## config.mk

```make
export PLATFORM = sky130hd
export DESIGN_NAME = fhv_gate
export DESIGN_NICKNAME = d
export VERILOG_FILES = /design/src/core/fhv_pkg.sv /design/src/core/fhv_reg.sv /design/src/core/fhv_gate.sv
export SDC_FILE = /design/constraint.sdc
export NUM_CORES = 1
export LEC_CHECK = 0
export ABC_AREA = 1
export BUFFER_PORTS_ARGS = -buffer_cell sky130_fd_sc_hd__buf_2
export CORE_ASPECT_RATIO = 1.5
export CORE_MARGIN = 4
export CORE_UTILIZATION = 30
export CTS_BUF_LIST = sky130_fd_sc_hd__clkbuf_2 sky130_fd_sc_hd__clkbuf_4 sky130_fd_sc_hd__clkbuf_8
export DETAILED_ROUTE_END_ITERATION = 8
export SKIP_LAST_GASP = 1
export SYNTH_ARGS = -nofsm -noshare
export SYNTH_HDL_FRONTEND = slang
export SYNTH_HIERARCHICAL = 1
export SYNTH_SLANG_ARGS = --single-unit
```

## constraint.sdc

```tcl
create_clock -name clk -period 2.6 [get_ports clk]
set_clock_uncertainty 0.1 [all_clocks]
set_input_delay 0.52 -clock clk [delete_from_list [all_inputs] [get_ports clk]]
set_output_delay 0.52 -clock clk [all_outputs]
set_load 0.02 [all_outputs]
```

## src/core/fhv_pkg.sv

```systemverilog
// shared constants and carrier types for the flash control register gate
package fhv_pkg;

    // ------------------------------------------------------------
    // register byte addresses
    // ------------------------------------------------------------
    localparam logic [16:0] FHV_MODE_CTRL_ADDR = 17'h0FF80;
    localparam logic [16:0] FHV_ERASE_LO_ADDR = 17'h0FF82;
    localparam logic [16:0] FHV_ERASE_HI_ADDR = 17'h0FF83;

    // ------------------------------------------------------------
    // reset values and fixed read data
    // ------------------------------------------------------------
    localparam logic [7:0] FHV_MODE_CTRL_RST = 8'h80;
    localparam logic [7:0] FHV_ERASE_RST = 8'h00;
    localparam logic [7:0] FHV_RSVD_DATA = 8'hFF;

    // ------------------------------------------------------------
    // writer mode blank range, beyond the implemented array
    // ------------------------------------------------------------
    localparam logic [16:0] FHV_BLANK_LO = 17'h08000;
    localparam logic [16:0] FHV_BLANK_HI = 17'h1FFFF;

    // ------------------------------------------------------------
    // mode control field positions
    // ------------------------------------------------------------
    localparam int FHV_HV_BIT = 7;
    localparam int FHV_PROG_BIT = 0;
    localparam int FHV_ERASE_BIT = 1;
    localparam int FHV_PVER_BIT = 2;
    localparam int FHV_EVER_BIT = 3;
    localparam int FHV_CTRL_W = 7;

    // ------------------------------------------------------------
    // operating modes from the mode pins
    // ------------------------------------------------------------
    localparam logic [1:0] FHV_MODE1 = 2'h1;
    localparam logic [1:0] FHV_MODE2 = 2'h2;
    localparam logic [1:0] FHV_MODE3 = 2'h3;

    typedef enum logic [1:0] {
        FHV_AREA_REG,
        FHV_AREA_RSVD,
        FHV_AREA_EXT,
        FHV_AREA_MEM
    } fhv_area_t;

    typedef struct packed {
        logic rd;
        logic wr;
        logic [16:0] addr;
        logic [7:0] wdata;
    } fhv_req_t;

    typedef struct packed {
        logic valid;
        logic ext;
        logic mem;
        logic [7:0] rdata;
    } fhv_rsp_t;

endpackage : fhv_pkg

```

## src/core/fhv_reg.sv

```systemverilog
// one gated control register with synchronous clear
`timescale 1ns/1ps
module fhv_reg #(
    parameter int W = 8,
    parameter logic [7:0] RST = 8'h00
) (
    input wire logic clk,
    input wire logic nrst,
    input wire logic clr,
    input wire logic we,
    input wire logic [W-1:0] d,
    output logic [W-1:0] q
);
    generate
        if (W < 1 || W > 8) begin : g_bad_w
            $error("fhv_reg width must be 1 to 8");
        end
    endgenerate

    // clear outranks write: a register losing its supply never keeps new data
    always_ff @(posedge clk or negedge nrst) begin
        if (!nrst) begin
            q <= RST[W-1:0];
        end else if (clr) begin
            q <= RST[W-1:0];
        end else if (we) begin
            q <= d;
        end
    end
endmodule : fhv_reg

```

## src/core/fhv_gate.sv

```systemverilog
// flash control register gate: high-voltage flag, mode decode, standby
// What this block does
// - flag follows program-supply threshold detect
// - flag set permits control register writes
// - registers at FF80, FF82, FF83, need voltage
// - voltage present: modes 2,3 registers; mode 1 FF
// - no voltage: modes 1,2 external; mode 3 FF
// - writer mode reads beyond array return FF
// - low standby pin forces hardware standby
// - detect voltage by single comparator bit
`timescale 1ns/1ps
module fhv_gate (
    input wire logic clk,
    input wire logic nrst,
    input wire logic hv_detect,
    input wire logic standby_pin_n,
    input wire logic mode_select_pin_1,
    input wire logic mode_select_pin_0,
    input wire logic writer_mode,
    input wire fhv_pkg::fhv_req_t req,
    output fhv_pkg::fhv_rsp_t rsp_q,
    output logic hv_flag_q,
    output logic standby_q,
    output logic prog_en_q,
    output logic erase_en_q
);
    import fhv_pkg::*;

    // ------------------------------------------------------------
    // pin state
    // ------------------------------------------------------------
    logic [1:0] mode_q;

    // comparator output arrives already synchronous; one flop gives a clean flag
    always_ff @(posedge clk or negedge nrst) begin
        if (!nrst) begin
            hv_flag_q <= 1'b0;
        end else begin
            hv_flag_q <= hv_detect;
        end
    end

    // shared pin: low means standby in every mode, writer mode included
    always_ff @(posedge clk or negedge nrst) begin
        if (!nrst) begin
            standby_q <= 1'b0;
        end else begin
            standby_q <= ~standby_pin_n;
        end
    end

    always_ff @(posedge clk or negedge nrst) begin
        if (!nrst) begin
            mode_q <= FHV_MODE3;
        end else begin
            mode_q <= {mode_select_pin_1, mode_select_pin_0};
        end
    end

    // ------------------------------------------------------------
    // address decode
    // ------------------------------------------------------------
    logic hit_ctrl;
    logic hit_lo;
    logic hit_hi;
    logic hit_any;
    logic in_blank;
    fhv_area_t area;

    assign hit_ctrl = (req.addr == FHV_MODE_CTRL_ADDR);
    assign hit_lo = (req.addr == FHV_ERASE_LO_ADDR);
    assign hit_hi = (req.addr == FHV_ERASE_HI_ADDR);
    assign hit_any = hit_ctrl | hit_lo | hit_hi;
    assign in_blank = (req.addr >= FHV_BLANK_LO) && (req.addr <= FHV_BLANK_HI);

    always_comb begin
        area = FHV_AREA_MEM;
        if (writer_mode) begin
            area = in_blank ? FHV_AREA_RSVD : FHV_AREA_MEM;
        end else if (hit_any) begin
            if (hv_flag_q) begin
                case (mode_q)
                    FHV_MODE2: area = FHV_AREA_REG;
                    FHV_MODE3: area = FHV_AREA_REG;
                    default: area = FHV_AREA_RSVD;
                endcase
            end else begin
                case (mode_q)
                    FHV_MODE1: area = FHV_AREA_EXT;
                    FHV_MODE2: area = FHV_AREA_EXT;
                    default: area = FHV_AREA_RSVD;
                endcase
            end
        end
    end

    // ------------------------------------------------------------
    // control registers
    // ------------------------------------------------------------
    logic reg_wr;
    logic reg_clr;
    logic [FHV_CTRL_W-1:0] ctrl_q;
    logic [7:0] erase_lo_q;
    logic [7:0] erase_hi_q;
    logic [7:0] ctrl_byte;

    assign reg_wr = req.wr && !standby_q && (area == FHV_AREA_REG);
    // dropping the supply or entering standby wipes program and erase state,
    // so a stale program bit can never meet a returning supply
    assign reg_clr = standby_q || !hv_flag_q;

    fhv_reg #(
        .W(FHV_CTRL_W),
        .RST(FHV_MODE_CTRL_RST)
    ) u_ctrl (
        .clk(clk),
        .nrst(nrst),
        .clr(reg_clr),
        .we(reg_wr && hit_ctrl),
        .d(req.wdata[FHV_CTRL_W-1:0]),
        .q(ctrl_q)
    );

    fhv_reg #(
        .W(8),
        .RST(FHV_ERASE_RST)
    ) u_erase_lo (
        .clk(clk),
        .nrst(nrst),
        .clr(reg_clr),
        .we(reg_wr && hit_lo),
        .d(req.wdata),
        .q(erase_lo_q)
    );

    fhv_reg #(
        .W(8),
        .RST(FHV_ERASE_RST)
    ) u_erase_hi (
        .clk(clk),
        .nrst(nrst),
        .clr(reg_clr),
        .we(reg_wr && hit_hi),
        .d(req.wdata),
        .q(erase_hi_q)
    );

    // top bit mirrors the flag, so it reads one whenever registers are visible
    assign ctrl_byte = {hv_flag_q, ctrl_q};

    always_ff @(posedge clk or negedge nrst) begin
        if (!nrst) begin
            prog_en_q <= 1'b0;
            erase_en_q <= 1'b0;
        end else begin
            prog_en_q <= ctrl_q[FHV_PROG_BIT] && hv_flag_q && !standby_q;
            erase_en_q <= ctrl_q[FHV_ERASE_BIT] && hv_flag_q && !standby_q;
        end
    end

    // ------------------------------------------------------------
    // response
    // ------------------------------------------------------------
    fhv_rsp_t rsp_d;

    always_comb begin
        rsp_d = '0;
        rsp_d.valid = (req.rd || req.wr) && !standby_q;
        case (area)
            FHV_AREA_REG: begin
                if (hit_ctrl) begin
                    rsp_d.rdata = ctrl_byte;
                end else if (hit_lo) begin
                    rsp_d.rdata = erase_lo_q;
                end else begin
                    rsp_d.rdata = erase_hi_q;
                end
            end
            FHV_AREA_RSVD: rsp_d.rdata = FHV_RSVD_DATA;
            FHV_AREA_EXT: rsp_d.ext = rsp_d.valid;
            FHV_AREA_MEM: rsp_d.mem = rsp_d.valid;
            default: rsp_d.rdata = FHV_RSVD_DATA;
        endcase
        if (!req.rd) begin
            rsp_d.rdata = '0;
        end
    end

    // one cycle answer; standby swallows requests with no answer
    always_ff @(posedge clk or negedge nrst) begin
        if (!nrst) begin
            rsp_q <= '0;
        end else begin
            rsp_q <= rsp_d;
        end
    end
endmodule : fhv_gate

```

# After elaboration in Yosys (flattened, before gate mapping)
# Cells that the tools add are included.
classes:
  order_cmp: 2
  mux: 18
  n_bitwise: 3
  n_mul: 0
  div_mod_pow: 0
  reduce_logical: 21
  n_shift: 0
  n_eq_ne: 9
  addsub: 0
ops:
  columns: ["operator", "count"]
  rows:
  - ["8-bit 2-to-1 mux", 7]
  - ["17-bit by 16-bit == test with 1-bit output, second input constant", 3]
  - ["17-bit by 16-bit greater-or-equal comparator with 1-bit output, second input constant", 1]
  - ["17-bit less-or-equal comparator, second input constant", 1]
  - ["8-bit one-hot mux with 2 select lines", 1]
  - ["7-bit 2-to-1 mux", 2]
  - ["1-bit logical AND", 11]
  - ["2-bit 2-to-1 mux", 5]
  - ["2-bit == test, second input constant", 4]
  - ["2-bit nonzero test", 3]
  - ["2-bit by 1-bit == test with 1-bit output, second input constant", 2]
  - ["2-bit OR reduction", 2]
  - ["1-bit 2-to-1 mux", 3]
  - ["1-bit logical NOT", 2]
  - ["2-bit logical NOT", 1]
  - ["1-bit logical OR", 2]
  - ["1-bit OR", 2]
  - ["1-bit NOT", 1]
totals:
  out_inout_bits: 15
  memories: 0
  latch_bits: 0
  reg_bits: 40
  ramBits: 0
  elab_cells: 65
  in_bits: 34
  romBits: 0

# Longest topological paths before layout
logic_depth:
  ltp_word: 11
  ltp_mapped: 12
  depth_no_buf: 11

# By module
# The synthesis kept the hierarchy.
by_module_without_submodules:
  columns: ["module", "seq_area_each_um2", "area_per_inst_um2", "n_inst", "cells_each"]
  rows:
  - ["fhv_gate", 427.9, 1178.6, 1, 160]
  - ["fhv_reg (u_erase_hi ...)", 200.2, 335.3, 2, 35]
  - ["fhv_reg (u_ctrl)", 175.2, 297.8, 1, 31]

# Least setup slack after synthesis
# OpenSTA, ideal clock, no wires.
synth_path:
  path_kind: "reg2reg"
  from: "reg mode_q[0]"
  to: "reg u_erase_hi.q[0]"
  slack_ps: 592
  setup_ps: 117
  t_required_ps: 2383
  arrival_time_ps: 1792
  stages_incl_launch_ff: 13
  n_path_buf: 2
  period_less_slack_ps: 2008
  path_cell_list: "dfstp_2 inv_1 ha_1 nor2_1 o21ai_1 nor2_4 buf_8 nand3_4 nor2_2 buf_6 nor2_8 nand2_1 nand2_1"
synth_between:
  elab_chain_len: 10
  elab_cells_between_ends: 14
  cone_classes: "eq/ne (3); mux (5); reduce/logical (6)"
synth_lines:
  columns: ["item", "line_no", "text"]
  rows:
  - ["start, declared", "fhv_gate.sv:32", "logic [1:0] mode_q;"]
  - ["start signal, assigned", "fhv_gate.sv:56", "mode_q <= {mode_select_pin_1, mode_select_pin_0};"]
  - ["2-bit == test (tied with other cells)", "fhv_gate.sv:82, fhv_gate.sv:88", null]
  - ["2-bit OR reduction (no source line)", null, null]
  - ["2-bit 2-to-1 mux or 1-bit 2-to-1 mux (tied branches)", "fhv_gate.sv:88, fhv_gate.sv:82", null]
  - ["2-bit 2-to-1 mux (*)", "fhv_gate.sv:81", "if (hv_flag_q) begin"]
  - ["2-bit 2-to-1 mux (*)", "fhv_gate.sv:80", "end else if (hit_any) begin"]
  - ["2-bit 2-to-1 mux (*)", "fhv_gate.sv:78", "if (writer_mode) begin"]
  - ["2-bit logical NOT (*)", "fhv_gate.sv:107", "assign reg_wr = req.wr && !standby_q && (area == FHV_AREA_REG);"]
  - ["1-bit logical AND (*)", "fhv_gate.sv:107", null]
  - ["1-bit logical AND (*)", "fhv_gate.sv:143", ".we(reg_wr && hit_hi),"]
  - ["2-bit nonzero test (no source line) (*)", null, null]
  - ["end signal, assigned", "fhv_reg.sv:23", "q <= RST[W-1:0];"]
  - ["end signal, assigned", "fhv_reg.sv:25", "q <= RST[W-1:0];"]
  - ["end, declared", "fhv_reg.sv:12", "output logic [W-1:0] q"]
# Mark *: on every way between the ends. The rest lies on a longest branch, timed or not.
# A chain may end at the register's enable or synchronous reset.

# Worst setup path after layout
layout_path:
  from: "reg mode_q[0]"
  to: "reg u_erase_hi.q[7]"
# The elaborated chain is that of the path after synthesis.

==> results.py <==
metrics = {
    "clock_network": {
        "hold_buffers": 0,
        "root_buffer": "clkbuf_8",
        "cts-resized-gates": 0,
        "path_clk_slew_ns": 0.08,
        "cts_tree": "done",
        "cts_max_level": 2,
        "clock_sinks": 40,
        "cts_buffer_depth": 2,
        "numCtsBuffers": 5,
        "insertion_delay_ns": 0.29,
        "postCtsSetupBuffers": 0,
    },
    "global_route": {
        "grt_max_degree": 41,
        "gr-total-overflow": 0,
        "antenna_found_initial": 0,
        "grt_first_pass_wirelength_um": 8430,
        "grt_util_all_layers": 0.123,
        "grt_pass1_vias": 1808,
    },
    "synth": {
        "synth-edff-count": 0,
        "syn_avg_cell_area_um2": 8.23,
        "ys_types": 29,
        "synthFlopType": "dfrtp_1",
        "syn_area_um2": 2150,
        "ys_ff_latch": 40,
        "yosysSeqAreaShare": 0.467,
        "synthArstFlopShare": 1.00,
        "yosysTopAreaCell": "dfrtp_1",
        "yosysWarnings": 6,
        "synthesis.nets": 297,
        "synth_cells": 261,
        "yosysTopAreaCellShare": 0.443,
        "yosys-top-cells-area": "dfrtp_1 (44%), nand2_1 (13%), nand3_1 (8.9%), nor2_1 (6.6%), nor2_8 (2.8%)",
    },
    "timing": {
        "finalSetupViolCount": 0,
        "fin_crit_ns": 2.19,
        "relSlewSlack": 0.425,
        "rsz0062_at_grt": "false",
        "setup_ws_ns": 0.409,
        "hold_viol": 0,
        "fmax_mhz": 457,
        "min_period_over_period": 0.843,
        "tightest_slew_ns": 0.862,
        "finalSetupTns_ns": 0,
        "maxSlewViolCount": 0,
    },
    "hold_path": {
        "holdCritStartpoint": "mode_select_pin_1",
        "min_to": "mode_q[1]$_DFF_PN1_",
        "min-delay-path-class": "in -> reg",
        "whs_path_depth": 1,
    },
    "routing": {
        "viasPerCell": 4.64,
        "antenna_left": 0,
        "drc": 0,
        "post_drt_wl_per_cell_um": 12.8,
        "dr.pass1.iters": 4,
        "vias": 1822,
        "totalWireLength_um": 5020,
        "drtIter0Drc": 98,
    },
    "finish": {
        "drive_above_1_share": 0.302,
        "fin_nets": 350,
        "design_area_um2": 2560,
        "n_fill_cell": 736,
        "antenna_cells": 0,
        "fin_util": 0.372,
        "areaGrowthSynthToFinish_pct": 19.5,
    },
    "floorplan": {
        "die_area_um2": 8600,
        "die_h_um": 112,
        "coreArea_um2": 6900,
        "rows": 37,
        "ios": 49,
        "die_w_um": 77.1,
        "initial_core_util": 0.311,
    },
    "place": {
        "dp_slack_ns": 0.397,
        "dp_hpwl_um": 4030,
        "port_buffers": 48,
        "gp_congestion": 0.795,
        "dpl_cell_area_um2": 2450,
    },
    "setup_path": {
        "worstSetupPathType": "reg -> reg",
        "worstPathRequired_ns": 2.73,
        "r2r_cells": 10,
        "crit_arrival_ns": 2.32,
        "r2r-start": "mode_q[0]$_DFF_PN1_",
        "ff2ff_setup_slack_ns": 0.41,
        "r2r_end": "u_erase_hi/q[7]$_DFFE_PN0P_",
        "crit_fanout": 9,
        "worst_setup_path_start_kind": "flop",
        "cp-end-kind": "flop",
    },
    "power_and_ir_drop": {
        "ir_worst_vdd_mv": 0.181,
        "power_density_nw_per_um2": 496,
        "leakage_nw": 1.34,
        "power.total_mw": 1.27,
    },
    "job": {
        "drv_cap": 0,
    },
    "run_status": {
        "status": "finished, final reports clean",
    },
}
per-layer routing:
layer  vias to the layer above  routed length [um]  track usage
li1                        938                   -            -
met1                       821                1980        0.134
met2                        53                2570        0.218
met3                        10                 286       0.0283
met4                         0                 174       0.0653
met5                         -                   0            0
cell families (layout without fill, tap and decap cells):
| kind of cell | after synthesis | after routing | share of synthesized area |
|---|---|---|---|
| fa+ha+maj | 2 | 2 | 0.0117 |
| flops | 40 | 40 | 0.467 |
| buf+inv | 25 | 79 | 0.0618 |
| simple gates | 187 | 187 | 0.434 |
| compound gates | 7 | 7 | 0.0256 |
layout by cell type (no fill, tap or decap), drive strengths merged:
cell / count
a21oi: 2
and2: 1
buf: 52
bufinv: 1
clkbuf: 5
clkinv: 1
clkinvlp: 1
dfrtp: 38
dfstp: 2
ha: 2
inv: 19
nand2: 83
nand3: 40
nand3b: 7
nand4: 1
nor2: 52
nor2b: 2
nor3: 1
o2111ai: 1
o211ai: 1
o21a: 1
o21ai: 2
final cells by class:
| type | instances | area, um^2 | area share |
|---|---|---|---|
| multi-input combinational | 196 | 1010 | 0.394 |
| sequential | 40 | 1000 | 0.391 |
| timing repair buffer | 52 | 270 | 0.105 |
| tap | 78 | 97.6 | 0.0380 |
| inverter | 19 | 71.3 | 0.0278 |
| clock buffer | 5 | 68.8 | 0.0268 |
| clock inverter | 3 | 42.5 | 0.0166 |
worst max-delay path, cell delays in order, from the launching register on:
cell and delay, ns:
dfstp_2 0.53, inv_1 0.04, ha_1 0.26, nor2_1 0.04
nor2_1 0.11, o2111ai_2 0.17, nand2_2 0.12, nand3_4 0.09
nor2_2 0.41, nand3_1 0.16, nand2_1 0.10
worst max path at each step:
stage	from	to	slack [ns]	depth (start not counted)
after global placement	req[13]	u_erase_hi/q[3]$_DFFE_PN0P_	0.44	11
after CTS	mode_q[0]$_DFF_PN1_	u_erase_hi/q[1]$_DFFE_PN0P_	0.40	11
after global routing	mode_q[0]$_DFF_PN1_	u_erase_hi/q[1]$_DFFE_PN0P_	0.22	11
after floorplan	mode_q[0]$_DFF_PN1_	u_erase_hi/q[0]$_DFFE_PN0P_	0.59	12
after detailed placement	req[13]	u_erase_hi/q[1]$_DFFE_PN0P_	0.40	11
final	mode_q[0]$_DFF_PN1_	u_erase_hi/q[7]$_DFFE_PN0P_	0.41	10
sequential cells by signal, summed over array words and instances, names as in the netlist:
register	cells
rsp_q	11
hv_flag_q	1
erase_en_q	1
u_erase_hi/q	8
u_ctrl/q	7
prog_en_q	1
mode_q	2
u_erase_lo/q	8
standby_q	1
synth_stat cells, types with 2 or more instances:
cell type	instances
nor2_1	38
nand2_2	8
nand3b_1	7
nor2_4	5
ha_1	2
buf_6	3
a21oi_1	2
inv_1	13
inv_2	6
dfrtp_1	38
nand2_1	75
nor2b_1	2
dfstp_2	2
nor2_8	3
nand3_1	38
nor2_2	6
through the flow:
step                      hold WS, ns  std cells
after floorplan                 0.124        261
after global placement          0.359        385
after detailed placement        0.365        385
after CTS                       0.221        393
after global routing            0.212        393
final                           0.225        393
where the power goes:
| part | switching (mW) | internal (mW) |
|---|---|---|
| Combinational | 0.0834 | 0.0426 |
| Sequential | 0.00541 | 0.634 |
| Clock | 0.222 | 0.284 |
No activity file was read; power rests on OpenSTA's default activity.
